$ cat src/verilog/sswd_pkg.sv
// Constants and carrier types shared by the supply supervisor watchdog core
package sswd_pkg;

  // ==========================================================
  // Time base
  localparam int unsigned SSWD_SYS_CLK_HZ = 200_000_000;
  localparam int unsigned SSWD_OSC_HZ = 10_240;
  // Cycles of sys_clk per internal oscillator period, rounded down
  localparam int unsigned SSWD_OSC_DIV_CYCLES = SSWD_SYS_CLK_HZ / SSWD_OSC_HZ;

  // ==========================================================
  // Periods and threshold in their own unit, as printed
  localparam int unsigned SSWD_RESET_STD_MS = 50;
  localparam int unsigned SSWD_RESET_LONG_MS = 200;
  localparam int unsigned SSWD_WD_FAST_MS = 100;
  localparam int unsigned SSWD_WD_SLOW_MS = 1600;
  localparam int unsigned SSWD_WD_AFTER_RESET_MS = 1600;
  localparam int unsigned SSWD_PFI_THRESHOLD_MV = 1300;

  // External clock periods, in timing input cycles
  localparam int unsigned SSWD_EXT_WD_NORMAL_CLKS = 1024;
  localparam int unsigned SSWD_EXT_WD_AFTER_RESET_CLKS = 4096;
  localparam int unsigned SSWD_EXT_RESET_STD_CLKS = 512;
  localparam int unsigned SSWD_EXT_RESET_LONG_CLKS = 2048;

  localparam int unsigned SSWD_TICK_W = 15;

  typedef logic [SSWD_TICK_W-1:0] sswd_ticks_t;

  // Milliseconds to internal oscillator ticks
  function automatic sswd_ticks_t sswd_ms_to_ticks(input int unsigned ms);
    int unsigned t;
    t = (ms * SSWD_OSC_HZ) / 1000;
    return t[SSWD_TICK_W-1:0];
  endfunction

  localparam sswd_ticks_t SSWD_INT_RESET_STD = sswd_ms_to_ticks(
    SSWD_RESET_STD_MS);
  localparam sswd_ticks_t SSWD_INT_RESET_LONG = sswd_ms_to_ticks(
    SSWD_RESET_LONG_MS);
  localparam sswd_ticks_t SSWD_INT_WD_FAST = sswd_ms_to_ticks(
    SSWD_WD_FAST_MS);
  localparam sswd_ticks_t SSWD_INT_WD_SLOW = sswd_ms_to_ticks(
    SSWD_WD_SLOW_MS);
  localparam sswd_ticks_t SSWD_INT_WD_AFTER = sswd_ms_to_ticks(
    SSWD_WD_AFTER_RESET_MS);
  localparam sswd_ticks_t SSWD_EXT_WD_NORMAL =
    SSWD_EXT_WD_NORMAL_CLKS[SSWD_TICK_W-1:0];
  localparam sswd_ticks_t SSWD_EXT_WD_AFTER =
    SSWD_EXT_WD_AFTER_RESET_CLKS[SSWD_TICK_W-1:0];
  localparam sswd_ticks_t SSWD_EXT_RESET_STD =
    SSWD_EXT_RESET_STD_CLKS[SSWD_TICK_W-1:0];
  localparam sswd_ticks_t SSWD_EXT_RESET_LONG =
    SSWD_EXT_RESET_LONG_CLKS[SSWD_TICK_W-1:0];

  // ==========================================================
  // Carriers
  typedef struct packed {
    logic supply_below_reset;
    logic supply_below_battery;
    logic power_fail_sense_low;
  } sswd_supply_t;

  typedef struct packed {
    logic high;
    logic low;
    logic mid;
  } sswd_kick_t;

  typedef enum logic [1:0] {
    SSWD_ST_HOLD,
    SSWD_ST_RUN
  } sswd_state_t;

endpackage

$ cat src/verilog/sswd_core.sv
// Supply supervisor watchdog digital core
`timescale 1ns/10ps
// Contract
// - Power-fail warning low while sense input is below threshold, else high.
// - Supply below battery disables comparator and forces warning low.
// - Above reset threshold, gated chip select follows chip select input.
// - Below reset threshold, gated chip select held high.
// - Battery-selected high while backed-up output fed from battery.
// - Low-supply output low below threshold, high at once above.
// - Active-high reset is always inverse of active-low reset.
// - Time base select high uses internal oscillator for all periods.
// - Time base select low uses timing input as time base.
// - Internal mode reset period 50 ms, or 200 ms long variant.
// - Internal mode timing input level picks 100 ms or 1.6 s timeout.
// - Timeout right after a reset ends is nominally 1.6 s.
// - Watchdog status goes low when kick stays level past timeout.
// - Watchdog status returns high on next kick transition.
// - Kick at mid level disables watchdog, status stays high.
// - Watchdog status forced high whenever low-supply output is low.
// - Reset asserts on low supply or watchdog timeout, held period after.
// - Every kick transition restarts the watchdog count.
// - External clock: 1024 normal, 4096 after reset, 512/2048 reset.
// - Short timeout starts only after first kick transition after reset.
module sswd_core
  import sswd_pkg::*;
#(
  parameter bit LONG_RESET = 1'b0,
  parameter int unsigned OSC_DIV_CYCLES = sswd_pkg::SSWD_OSC_DIV_CYCLES
)
(
  input wire logic sys_clk,
  input wire logic reset_n,
  input wire sswd_pkg::sswd_supply_t supply,
  input wire sswd_pkg::sswd_kick_t watchdog_kick,
  input wire logic timebase_select,
  input wire logic timing_input,
  input wire logic chip_select_in_n,
  output logic chip_select_out_n,
  output logic power_fail_warning_n,
  output logic battery_selected,
  output logic low_supply_n,
  output logic cpu_reset_n,
  output logic cpu_reset,
  output logic watchdog_status_n
);
  import sswd_pkg::*;

  localparam int unsigned DIV_W = $clog2(OSC_DIV_CYCLES + 1);
  localparam logic [DIV_W-1:0] DIV_LAST = DIV_W'(OSC_DIV_CYCLES - 1);
  localparam logic [DIV_W-1:0] DIV_ZERO = '0;
  localparam sswd_ticks_t TICK_ZERO = '0;
  localparam sswd_ticks_t TICK_ONE = 15'h0001;

  // Terminal count test shared by the reset and watchdog timers
  function automatic logic period_done(
    input sswd_ticks_t count,
    input sswd_ticks_t period
  );
    return (count + TICK_ONE) >= period;
  endfunction

  // ==========================================================
  // Time base
  logic [DIV_W-1:0] div_reg;
  logic timing_prev_reg;
  logic tick;
  logic int_tick;
  logic ext_tick;

  always_ff @(posedge sys_clk)
  begin
    if (!reset_n)
      div_reg <= DIV_ZERO;
    else if (div_reg == DIV_LAST)
      div_reg <= DIV_ZERO;
    else
      div_reg <= div_reg + 1'b1;
  end

  always_ff @(posedge sys_clk)
  begin
    // Seeded from the pin so a high level at release is not an edge
    if (!reset_n)
      timing_prev_reg <= timing_input;
    else
      timing_prev_reg <= timing_input;
  end

  assign int_tick = (div_reg == DIV_LAST);
  // External clock or capacitor oscillation: one tick per rising edge
  assign ext_tick = timing_input && !timing_prev_reg;
  assign tick = timebase_select ? int_tick : ext_tick;

  // ==========================================================
  // Period selection
  sswd_ticks_t reset_period;
  sswd_ticks_t wd_period;
  logic long_timeout_reg;

  always_comb
  begin
    if (timebase_select)
    begin
      reset_period = LONG_RESET ? SSWD_INT_RESET_LONG
                                : SSWD_INT_RESET_STD;
      if (long_timeout_reg)
        wd_period = SSWD_INT_WD_AFTER;
      else if (!timing_input)
        wd_period = SSWD_INT_WD_FAST;
      else
        wd_period = SSWD_INT_WD_SLOW;
    end
    else
    begin
      reset_period = LONG_RESET ? SSWD_EXT_RESET_LONG
                                : SSWD_EXT_RESET_STD;
      wd_period = long_timeout_reg ? SSWD_EXT_WD_AFTER
                                   : SSWD_EXT_WD_NORMAL;
    end
  end

  // ==========================================================
  // Kick transition detection
  logic kick_level_reg;
  logic kick_valid_reg;
  logic kick_edge;
  logic kick_active;

  assign kick_active = (watchdog_kick.high || watchdog_kick.low)
                       && !watchdog_kick.mid;

  // A return from mid level is not counted as a transition
  assign kick_edge = kick_active && kick_valid_reg
                     && (watchdog_kick.high != kick_level_reg);

  always_ff @(posedge sys_clk)
  begin
    if (!reset_n)
      kick_valid_reg <= 1'b0;
    else
      kick_valid_reg <= kick_active;
  end

  // Last driven level, kept across a mid-level spell
  always_ff @(posedge sys_clk)
  begin
    if (!reset_n)
      kick_level_reg <= 1'b0;
    else if (kick_active)
      kick_level_reg <= watchdog_kick.high;
  end

  // ==========================================================
  // Reset sequencer
  sswd_state_t state_reg;
  sswd_ticks_t rst_count_reg;
  sswd_ticks_t wd_count_reg;
  logic supply_fault;
  logic wd_expire;
  logic hold_done;
  logic rst_out_reg;

  assign supply_fault = supply.supply_below_reset
                        || supply.supply_below_battery;
  assign wd_expire = (state_reg == SSWD_ST_RUN) && kick_active && tick
                     && period_done(wd_count_reg, wd_period);
  // Last tick of a fault-free reset period
  assign hold_done = (state_reg == SSWD_ST_HOLD) && !supply_fault && tick
                     && period_done(rst_count_reg, reset_period);

  always_ff @(posedge sys_clk)
  begin
    if (!reset_n)
      state_reg <= SSWD_ST_HOLD;
    else
    begin
      unique case (state_reg)
        SSWD_ST_HOLD:
        begin
          if (hold_done)
            state_reg <= SSWD_ST_RUN;
        end
        SSWD_ST_RUN:
        begin
          if (supply_fault || wd_expire)
            state_reg <= SSWD_ST_HOLD;
        end
      endcase
    end
  end

  // Any fault restarts the full reset period, it does not just pause it
  always_ff @(posedge sys_clk)
  begin
    if (!reset_n)
      rst_count_reg <= TICK_ZERO;
    else if (state_reg != SSWD_ST_HOLD || supply_fault || hold_done)
      rst_count_reg <= TICK_ZERO;
    else if (tick)
      rst_count_reg <= rst_count_reg + TICK_ONE;
  end

  // Reset pins come from a flop that tracks the next state, so they
  // switch on the same edge as the sequencer and cannot glitch
  always_ff @(posedge sys_clk)
  begin
    if (!reset_n)
      rst_out_reg <= 1'b0;
    else if (state_reg == SSWD_ST_HOLD)
      rst_out_reg <= hold_done;
    else
      rst_out_reg <= !(supply_fault || wd_expire);
  end

  // ==========================================================
  // Watchdog counter
  logic wd_clear;

  // Mid level parks the count at zero; any edge restarts it
  assign wd_clear = (state_reg != SSWD_ST_RUN) || kick_edge
                    || !kick_active;

  always_ff @(posedge sys_clk)
  begin
    if (!reset_n)
      wd_count_reg <= TICK_ZERO;
    else if (wd_clear)
      wd_count_reg <= TICK_ZERO;
    else if (tick)
      wd_count_reg <= wd_count_reg + TICK_ONE;
  end

  // Long timeout armed while in reset, dropped by first kick after it
  always_ff @(posedge sys_clk)
  begin
    if (!reset_n)
      long_timeout_reg <= 1'b1;
    else if (state_reg == SSWD_ST_HOLD)
      long_timeout_reg <= 1'b1;
    else if (kick_edge)
      long_timeout_reg <= 1'b0;
  end

  // ==========================================================
  // Watchdog status
  logic wd_status_reg;

  always_ff @(posedge sys_clk)
  begin
    if (!reset_n)
      wd_status_reg <= 1'b1;
    else if (supply.supply_below_reset)
      wd_status_reg <= 1'b1;
    else if (!kick_active)
      wd_status_reg <= 1'b1;
    else if (wd_expire)
      wd_status_reg <= 1'b0;
    else if (kick_edge)
      wd_status_reg <= 1'b1;
  end

  // ==========================================================
  // Status outputs
  logic pfw_reg;
  logic batt_reg;
  logic low_reg;

  // Comparator is off when running from battery
  always_ff @(posedge sys_clk)
  begin
    if (!reset_n)
      pfw_reg <= 1'b0;
    else
      pfw_reg <= !supply.power_fail_sense_low
                 && !supply.supply_below_battery;
  end

  always_ff @(posedge sys_clk)
  begin
    if (!reset_n)
      batt_reg <= 1'b0;
    else
      batt_reg <= supply.supply_below_battery;
  end

  always_ff @(posedge sys_clk)
  begin
    if (!reset_n)
      low_reg <= 1'b0;
    else
      low_reg <= !supply.supply_below_reset;
  end

  // Gating stays combinational so memory sees no added latency
  assign chip_select_out_n = supply.supply_below_reset ? 1'b1
                             : chip_select_in_n;

  assign power_fail_warning_n = pfw_reg;
  assign battery_selected = batt_reg;
  assign low_supply_n = low_reg;
  assign watchdog_status_n = wd_status_reg;
  assign cpu_reset_n = rst_out_reg;
  assign cpu_reset = !cpu_reset_n;

endmodule

$ cat config.mk
export PLATFORM = sky130hd
export DESIGN_NAME = sswd_core
export DESIGN_NICKNAME = d
export VERILOG_FILES = /design/src/verilog/sswd_pkg.sv /design/src/verilog/sswd_core.sv
export SDC_FILE = /design/constraint.sdc
export NUM_CORES = 1
export LEC_CHECK = 0
export BUFFER_PORTS_ARGS = -buffer_cell sky130_fd_sc_hd__buf_2
export CAP_MARGIN = 20
export CORE_MARGIN = 10
export CORE_UTILIZATION = 45
export CTS_BUF_LIST = sky130_fd_sc_hd__clkbuf_8 sky130_fd_sc_hd__clkbuf_16
export DETAILED_ROUTE_END_ITERATION = 7
export GPL_TIMING_DRIVEN = 1
export SYNTH_ARGS = -nofsm -noshare
export SYNTH_HDL_FRONTEND = slang
export SYNTH_SLANG_ARGS = --single-unit
$ cat constraint.sdc
create_clock -name sys_clk -period 4.5 [get_ports sys_clk]
set_input_delay 0.45 -clock sys_clk [delete_from_list [all_inputs] [get_ports sys_clk]]
set_output_delay 0.45 -clock sys_clk [all_outputs]
set_load 0.01 [all_outputs]
==> flow_metrics.py, run 1 <==
metrics = {
    "status": {
        "run_status": "completed",
    },
    "routing": {
        "firstDrtPassIters": 6,
        "via_per_inst": 5.15,
        "post-route-drc-count": 0,
        "via_count": 2087,
        "wl_per_cell_um": 12.1,
        "wl_um": 4900,
        "ant_nets": 0,
        "drt-initial-drc-count": 119,
    },
    "place": {
        "io_buffer_count": 17,
        "dp_hpwl_um": 3580,
        "place_ws_ns": 1.57,
        "post_dp_cell_area_um2": 2840,
        "gp_congestion": 0.895,
        "placed_cells": 398,
    },
    "power_and_ir_drop": {
        "p_per_area_nw_per_um2": 270,
        "swShare": 0.210,
        "power_leakage_nw": 1.01,
        "vdd_drop_max_mv": 0.134,
        "internal_power_w": 0.000626,
        "p_clk_frac": 0.332,
        "switchingPower_w": 0.000167,
        "pwr-share-comb": 0.042,
        "seqPwrFrac": 0.626,
    },
    "critical_path": {
        "critical_path_class": "reg2reg",
        "cp.required_ns": 4.73,
        "path_max_fanout": 5,
        "end_kind": "register",
        "r2r-start": "wd_count_reg[0]",
        "startpoint_type": "register",
        "critPathArrivalTime_ns": 3.22,
        "critPathLaunch": "wd_count_reg[0]",
    },
    "yosys": {
        "yosysMostFrequentCell": "nor2_1",
        "synth_ff_type": "dfxtp_1",
        "synth_edf_count": 0,
        "yosys_warnings": 0,
        "ys_ff_latch": 55,
        "synth_top_area_frac": 0.407,
        "avgSynthCellArea_um2": 8.67,
        "synth_area_leaders": "dfxtp_1 (41%), nor2_1 (8.1%), xor2_1 (7.1%)",
        "yosys.area.top_type": "dfxtp_1",
        "synth_area_um2": 2700,
        "synth_fp_nets": 331,
        "synth.distinct_cells": 48,
        "syn_inst": 312,
        "seq_area_frac_synth": 0.407,
        "synth_commonest_cells": "nor2_1 (58), dfxtp_1 (55), nand2_1 (26)",
        "async_flop_share": 0,
    },
    "timing": {
        "hold_viol_final": 0,
        "layout_setup_ws_ns": 1.51,
        "whs_ns": 0.288,
        "slew_viol_final": 0,
        "min_period_ns": 2.99,
        "clock.fmax_ghz": 0.334,
        "fin_setup_tns_ns": 0,
        "tightest_slew_ns": 0.817,
        "relSlewSlack": 0.456,
        "skew_ns": 0.00855,
        "finalSetupViolations": 0,
        "rsz0062_at_grt": "false",
        "finalCritPeriodShare": 0.664,
    },
    "worst_hold_path": {
        "hold_start": "timing_input",
        "hold_path_class": "in2reg",
    },
    "floorplan": {
        "core_um2": 5890,
        "rows": 28,
        "die_x_um": 97.5,
        "die_area_um2": 9510,
        "die_h_um": 97.5,
        "io_pins": 18,
        "initial_core_util": 0.459,
    },
    "finish": {
        "area_growth_pct": 8.42,
        "regArea_um2": 1100,
        "antennaDiodeCount": 0,
        "multi_input_area_um2": 1530,
        "drive_above_1_share": 0.112,
        "fin_nets": 349,
        "fillers": 604,
        "fin_area_um2": 2930,
        "stdcell_count": 405,
    },
    "flow_run": {
        "cap_viol_max_count": 0,
    },
    "global_routing": {
        "grt_overflow": 0,
        "antenna_found_initial": 0,
        "grt_max_degree": 23,
        "gr-usage-all-layers": 0.102,
        "grt_pass1_vias": 1857,
        "grt_pass1_wl_um": 8480,
    },
    "cts": {
        "cts_max_level": 2,
        "clk_pin_slew_ns": 0.09,
        "root_buffer": "clkbuf_8",
        "insertion_delay_ns": 0.30,
        "holdBufCountCts": 0,
        "cts_tree": "done",
        "numCtsBuffers": 5,
        "cts_sinks": 55,
        "cts_setup_buffers": 0,
        "cts_resized": 0,
        "clk_path_buf_depth": 2,
    },
}
## layout by cell type (no fill, tap or decap), types with 3 or more instances in the layout
master	n
a21oi_1	4
and2_1	4
and3_1	3
buf_2	17
clkbuf_8	6
dfxtp_1	55
ha_1	8
inv_1	9
mux2i_1	4
nand2_1	26
nand2b_1	4
nand3_1	17
nand4_1	13
nor2_1	58
nor3_1	9
nor3b_1	4
nor4_1	5
o211ai_1	3
o21ai_0	4
xnor2_1	21
xor2_1	22
## worst max-delay path: stages, from the launching register on
cell and delay (ns):
dfxtp_1 0.42, ha_1 0.28, nand2_1 0.12, nor4_1 0.54, nand3_1 0.25, nor2_1 0.16
xor2_1 0.17, ha_1 0.26, or2_2 0.29, o2111ai_1 0.08, o21ai_0 0.17, o211ai_1 0.19
## through the flow
step,util,power [W]
2_1_floorplan,-,0.000529
6_report,0.498,0.000792
4_1_cts,0.498,0.000808
5_1_grt,0.498,0.000832
3_5_place_dp,0.483,0.000541
3_3_place_gp,0.483,0.000541
## final timing paths
check	slack [ns]	end	cells past startpoint
setup reg to reg	1.51	watchdog_status_n	11
hold reg to reg	0.45	long_timeout_reg	1
hold / removal	0.29	timing_prev_reg	1
setup / recovery	1.51	watchdog_status_n	11
## cell type report
type                       count  area share
sequential                    55       0.376
inverter                       9      0.0115
multi-input combinational    242       0.522
clock buffer                   6      0.0282
timing repair buffer          17      0.0290
tap                           75      0.0320
clock inverter                 1     0.00171
## cell families after synthesis
kind of cell	count (synthesis)	share of synthesized area
buffers and inverters	15	0.0268
multiplexers	4	0.0148
AO/OA/AOI/OAI	23	0.0615
adder cells (fa/ha/maj)	8	0.0370
AND/OR/NAND/NOR	164	0.313
flip-flops	55	0.407
XOR/XNOR	43	0.139
## routing by layer
metal	vias up	routed length, um	track usage
met5	-	0	0
met4	0	59	0.0336
met3	6	151	0.0277
met2	26	2140	0.155
met1	945	2560	0.134
li1	1110	-	-
## power groups by stage
stage               registers (W)  logic (W)  clock network, W
floorplan                0.000507  0.0000214                 0
global placement         0.000507  0.0000333                 0
detailed placement       0.000508  0.0000335                 0
CTS                      0.000496  0.0000336          0.000278
global route             0.000497  0.0000373          0.000297
finish                   0.000496  0.0000329          0.000263
Power figures use the tool's default switching activity.
==> run 2, diff against run 1 <==
==> constraint.sdc (replaced) <==
create_clock -name sys_clk -period 2.9 [get_ports sys_clk]
set_input_delay 0.29 -clock sys_clk [delete_from_list [all_inputs] [get_ports sys_clk]]
set_output_delay 0.29 -clock sys_clk [all_outputs]
set_load 0.01 [all_outputs]
==> run 2 against run 1 <==
Via count is 1.6% lower. Die area did not move. Clock skew decreased by 0.0026 ns. Critical path depth increased by 1. First-iteration DRC count is 30% lower. Largest power group unchanged. Highest routed layer unchanged. Non-clock buffer count rose by 5. Worst setup slack worse by 1.2 ns. Sequential power up 55%. Clock-buffer cell count down 1.
==> flow_metrics.py, run 2 (synthesis results as in run 1) <==
metrics = {
    "cts": {
        "cts_setup_buffers": 0,
        "clk_path_buf_depth": 2,
        "insertion_delay_ns": 0.30,
        "holdBufCountCts": 0,
        "cts_resized": 0,
        "root_buffer": "clkbuf_8",
        "numCtsBuffers": 5,
        "clk_pin_slew_ns": 0.09,
        "cts_tree": "done",
        "cts_max_level": 2,
        "cts_sinks": 55,
    },
    "finish": {
        "area_growth_pct": 10.4,
        "fin_nets": 354,
        "final_util": 0.507,
        "drive_above_1_share": 0.122,
        "mostFrequentLayoutCell": "nor2_1",
        "layout_common_cells": "nor2_1 (58), dfxtp_1 (55), nand2_1 (26), xor2_1 (22), xnor2_1 (21)",
        "stdcell_count": 410,
        "antennaDiodeCount": 0,
    },
    "power_and_ir_drop": {
        "swShare": 0.200,
        "internal_power_w": 0.00103,
        "power_w": 0.00129,
        "p_per_area_nw_per_um2": 433,
        "switchingPower_w": 0.000259,
        "pwr-share-comb": 0.041,
        "p_clk_frac": 0.364,
        "power_leakage_nw": 1.04,
        "vdd_drop_max_mv": 0.236,
        "seqPwrFrac": 0.595,
    },
    "timing": {
        "skew_ns": 0.00594,
        "relSlewSlack": 0.492,
        "clock.fmax_ghz": 0.387,
        "slew_viol_final": 0,
        "finalSetupViolations": 0,
        "rsz0062_at_grt": "false",
        "fin_setup_tns_ns": 0,
        "finalCritPeriodShare": 0.890,
        "min_period_ns": 2.58,
        "tightest_slew_ns": 0.762,
        "hold_viol_final": 0,
    },
    "floorplan": {
        "core_um2": 5890,
        "initial_core_util": 0.459,
        "io_pins": 18,
        "rows": 28,
        "die_area_um2": 9510,
        "die_h_um": 97.5,
        "die_x_um": 97.5,
    },
    "worst_hold_path": {
        "min_path_cells": 1,
        "hold_path_class": "in2reg",
    },
    "critical_path": {
        "cp.required_ns": 3.13,
        "path_max_fanout": 5,
        "critical_path.max_stage_delay_ns": 0.41,
        "cp_common_cell": "ha_1",
        "critical_path_class": "reg2reg",
        "path_buf_inv": 1,
        "cp_cell_sequence": "ha_1, nand2_1, nor4_1, buf_4, nand3_1, nor2_1, xor2_1, ha_1, or2_2, o2111ai_1, o21ai_1, o211ai_1",
        "startpoint_type": "register",
        "critPathTopFamily": "simple AND/OR/NAND/NOR gates",
        "ff2ff_path_depth": 12,
        "critPathArrivalTime_ns": 2.81,
        "end_kind": "register",
        "worst_path_max_delay_cell": "dfxtp_1",
        "cp.depth": 12,
    },
    "routing": {
        "post-route-drc-count": 0,
        "wl_met2_um": 2190,
        "wl_met3_um": 140,
        "ant_nets": 0,
        "via_per_inst": 5.01,
        "routed.top_layer": "met4",
        "wl_per_cell_um": 12.1,
        "met1_length_um": 2600,
        "via_count": 2054,
        "wl_um": 4980,
        "firstDrtPassIters": 4,
        "drt-initial-drc-count": 83,
    },
    "place": {
        "io_buffer_count": 17,
        "placed_cells": 403,
        "gp_congestion": 0.795,
        "dp_hpwl_um": 3680,
    },
    "global_routing": {
        "antenna_found_initial": 0,
        "grt_overflow": 0,
        "grt_pass1_vias": 1879,
        "gr-usage-all-layers": 0.102,
        "grt_max_degree": 19,
        "grt_pass1_wl_um": 8510,
    },
    "status": {
        "run_status": "completed",
    },
    "flow_run": {
        "cap_viol_max_count": 0,
    },
}
[run 2: cell count changes in the layout (fill, tap and decap cells not counted), sizes merged]
cell	before	now
buf	17	22
inv	9	10
clkbuf	6	5
bufinv	0	1
clkinv	1	0
[run 2: metrics by stage]
stage | setup slack, ns | area [um^2] | hold WS, ns
after floorplan | 0.261 | 2700 | 0.318
after global placement | 0.329 | 2880 | 0.429
after detailed placement | 0.258 | 2880 | 0.432
after CTS | 0.228 | 2980 | 0.118
after global routing | 0.0628 | 2980 | 0.122
final | 0.318 | 2980 | 0.128
[run 2: metal layers]
| layer | track usage | vias up |
|---|---|---|
| li1 | - | 1113 |
| met1 | 0.136 | 924 |
| met2 | 0.157 | 13 |
| met3 | 0.0284 | 4 |
| met4 | 0.0235 | 0 |
| met5 | 0 | - |
[run 2: cell type report]
class	count	area, um^2
inverters	9	33.8
flip-flops and latches	55	1100
well taps	75	93.8
clock buffers	5	68.8
multi-input cells	242	1530
fillers	591	2900
clock inverters	2	33.8
repair buffers	22	123
[run 2: path summary, 6_finish.rpt]
path | from | end | slack, ns
setup reg to reg | wd_count_reg[0] | watchdog_status_n | 0.32
setup / recovery | wd_count_reg[0] | watchdog_status_n | 0.32
hold / removal | timing_input | timing_prev_reg | 0.13
hold reg to reg | state_reg[0] | long_timeout_reg | 0.46
[run 2: power by group through the flow]
stage	Sequential, W	Clock [W]	Combinational (W)
2_1_floorplan	0.000787	0	0.0000332
3_3_place_gp	0.000787	0	0.0000534
3_5_place_dp	0.000788	0	0.0000538
4_1_cts	0.000770	0.000490	0.0000539
5_1_grt	0.000771	0.000521	0.0000606
6_report	0.000770	0.000471	0.0000533
==> run 3, diff against run 2 <==
--- a/config.mk
+++ b/config.mk
@@ -9,7 +9,7 @@
 export CAP_MARGIN = 20
 export CORE_MARGIN = 10
 export CORE_UTILIZATION = 45
-export CTS_BUF_LIST = sky130_fd_sc_hd__clkbuf_8 sky130_fd_sc_hd__clkbuf_16
+export CTS_BUF_LIST = sky130_fd_sc_hd__clkbuf_16
 export DETAILED_ROUTE_END_ITERATION = 7
 export GPL_TIMING_DRIVEN = 1
 export SYNTH_ARGS = -nofsm -noshare
==> run 3 against run 2 <==
Routed wire length rose by 1.5%. Critical path type unchanged. Die area unchanged. Highest routed layer unchanged. Combinational power hardly changed. Clock power up 35%. Critical path depth unchanged.
==> flow_metrics.py, run 3 (synthesis results as in run 1) <==
metrics = {
    "status": {
        "run_status": "completed",
    },
    "place": {
        "dp_hpwl_um": 3680,
        "post_dp_cell_area_um2": 2880,
        "io_buffer_count": 17,
        "gp_congestion": 0.795,
    },
    "finish": {
        "mostFrequentLayoutCell": "nor2_1",
        "area_growth_pct": 12.4,
        "layout_common_cells": "nor2_1 (58), dfxtp_1 (55), nand2_1 (26), xor2_1 (22), xnor2_1 (21)",
        "fin_nets": 354,
        "drive_above_1_share": 0.122,
        "antennaDiodeCount": 0,
        "fin_area_um2": 3040,
    },
    "timing": {
        "skew_ns": 0.00408,
        "min_period_ns": 2.60,
        "slew_viol_final": 0,
        "relSlewSlack": 0.480,
        "rsz0062_at_grt": "false",
        "finalSetupViolations": 0,
        "clock.fmax_ghz": 0.385,
        "fin_setup_tns_ns": 0,
        "hold_viol_final": 0,
        "tightest_slew_ns": 0.780,
        "finalCritPeriodShare": 0.895,
    },
    "global_routing": {
        "grt_max_degree": 19,
        "grt_pass1_wl_um": 8550,
        "grt_overflow": 0,
        "gr-usage-all-layers": 0.102,
        "grt_pass1_vias": 1878,
        "antenna_found_initial": 0,
    },
    "cts": {
        "insertion_delay_ns": 0.28,
        "cts_setup_buffers": 0,
        "cts_resized": 0,
        "cts_sinks": 55,
        "clk_pin_slew_ns": 0.06,
        "holdBufCountCts": 0,
        "clk_path_buf_depth": 2,
        "cts_max_level": 2,
        "root_buffer": "clkbuf_16",
        "cts_tree": "done",
        "numCtsBuffers": 5,
    },
    "floorplan": {
        "core_um2": 5890,
        "initial_core_util": 0.459,
        "rows": 28,
        "die_x_um": 97.5,
        "die_area_um2": 9510,
        "die_h_um": 97.5,
        "io_pins": 18,
    },
    "routing": {
        "routed.top_layer": "met4",
        "post-route-drc-count": 0,
        "firstDrtPassIters": 4,
        "drt-initial-drc-count": 97,
        "via_count": 2092,
        "ant_nets": 0,
        "met1_length_um": 2620,
        "wl_um": 5060,
        "via_per_inst": 5.10,
        "wl_met2_um": 2230,
        "wl_met3_um": 153,
        "wl_per_cell_um": 12.3,
    },
    "flow_run": {
        "cap_viol_max_count": 0,
    },
    "power_and_ir_drop": {
        "p_per_area_nw_per_um2": 481,
        "power_leakage_nw": 1.07,
        "vdd_drop_max_mv": 0.246,
        "power_w": 0.00146,
    },
    "critical_path": {
        "critical_path.max_stage_delay_ns": 0.40,
        "critPathArrivalTime_ns": 2.76,
        "critPathTopFamily": "compound AO/OA/AOI/OAI gates",
        "path_max_fanout": 5,
        "startpoint_type": "register",
        "cp.required_ns": 3.06,
        "worst_path_max_delay_cell": "dfxtp_1",
        "critical_path_class": "reg2reg",
        "end_kind": "register",
        "cp_cell_sequence": "ha_1, nand2_1, nor4_1, buf_4, xnor2_1, ha_1, nand3_1, nor4_1, a31oi_1, a21o_1, o21ai_1, o211ai_1",
        "path_buf_inv": 1,
    },
    "worst_hold_path": {
        "hold_path_class": "in2reg",
    },
}
[run 3: cell count changes in the layout (fill, tap and decap cells not counted)]
cell,delta
clkbuf_16,+5
clkbuf_8,-5
[run 3: power by group]
part | leakage, nW | internal (W) | switching, W
Clock | 0.0811 | 0.000399 | 0.000239
Sequential | 0.445 | 0.000763 | 0.00000699
Combinational | 0.542 | 0.0000222 | 0.0000311
Total | 1.07 | 0.00118 | 0.000277
[run 3: cell type report]
cell class                      instances  area, um^2
Clock buffer                            5         125
Clock inverter                          2        33.8
Fill cell                             584        2850
Inverter                                9        33.8
Multi-Input combinational cell        242        1530
Sequential cell                        55        1100
Tap cell                               75        93.8
Timing Repair Buffer                   22         123
[run 3: final timing paths]
| kind | slack [ns] | endpoint | depth (start not counted) | startpoint |
|---|---|---|---|---|
| setup / recovery | 0.30 | watchdog_status_n | 12 | wd_count_reg[0] |
| setup reg to reg | 0.30 | watchdog_status_n | 12 | wd_count_reg[0] |
| hold reg to reg | 0.45 | long_timeout_reg | 1 | state_reg[0] |
| hold / removal | 0.14 | timing_prev_reg | 1 | timing_input |
[run 3: layer usage]
layer / track usage / up-vias
met4: 0.0302 / 0
met3: 0.0263 / 5
met5: 0 / -
met1: 0.134 / 955
met2: 0.160 / 15
li1: - / 1117
[run 3: metrics by stage]
stage	setup slack, ns	hold slack [ns]	utilization	cells
after floorplan	0.261	0.318	-	312
after global placement	0.329	0.429	0.490	403
after detailed placement	0.258	0.432	0.490	403
after CTS	0.195	0.138	0.517	410
after global routing	0.0622	0.149	0.517	410
final	0.303	0.144	0.517	410
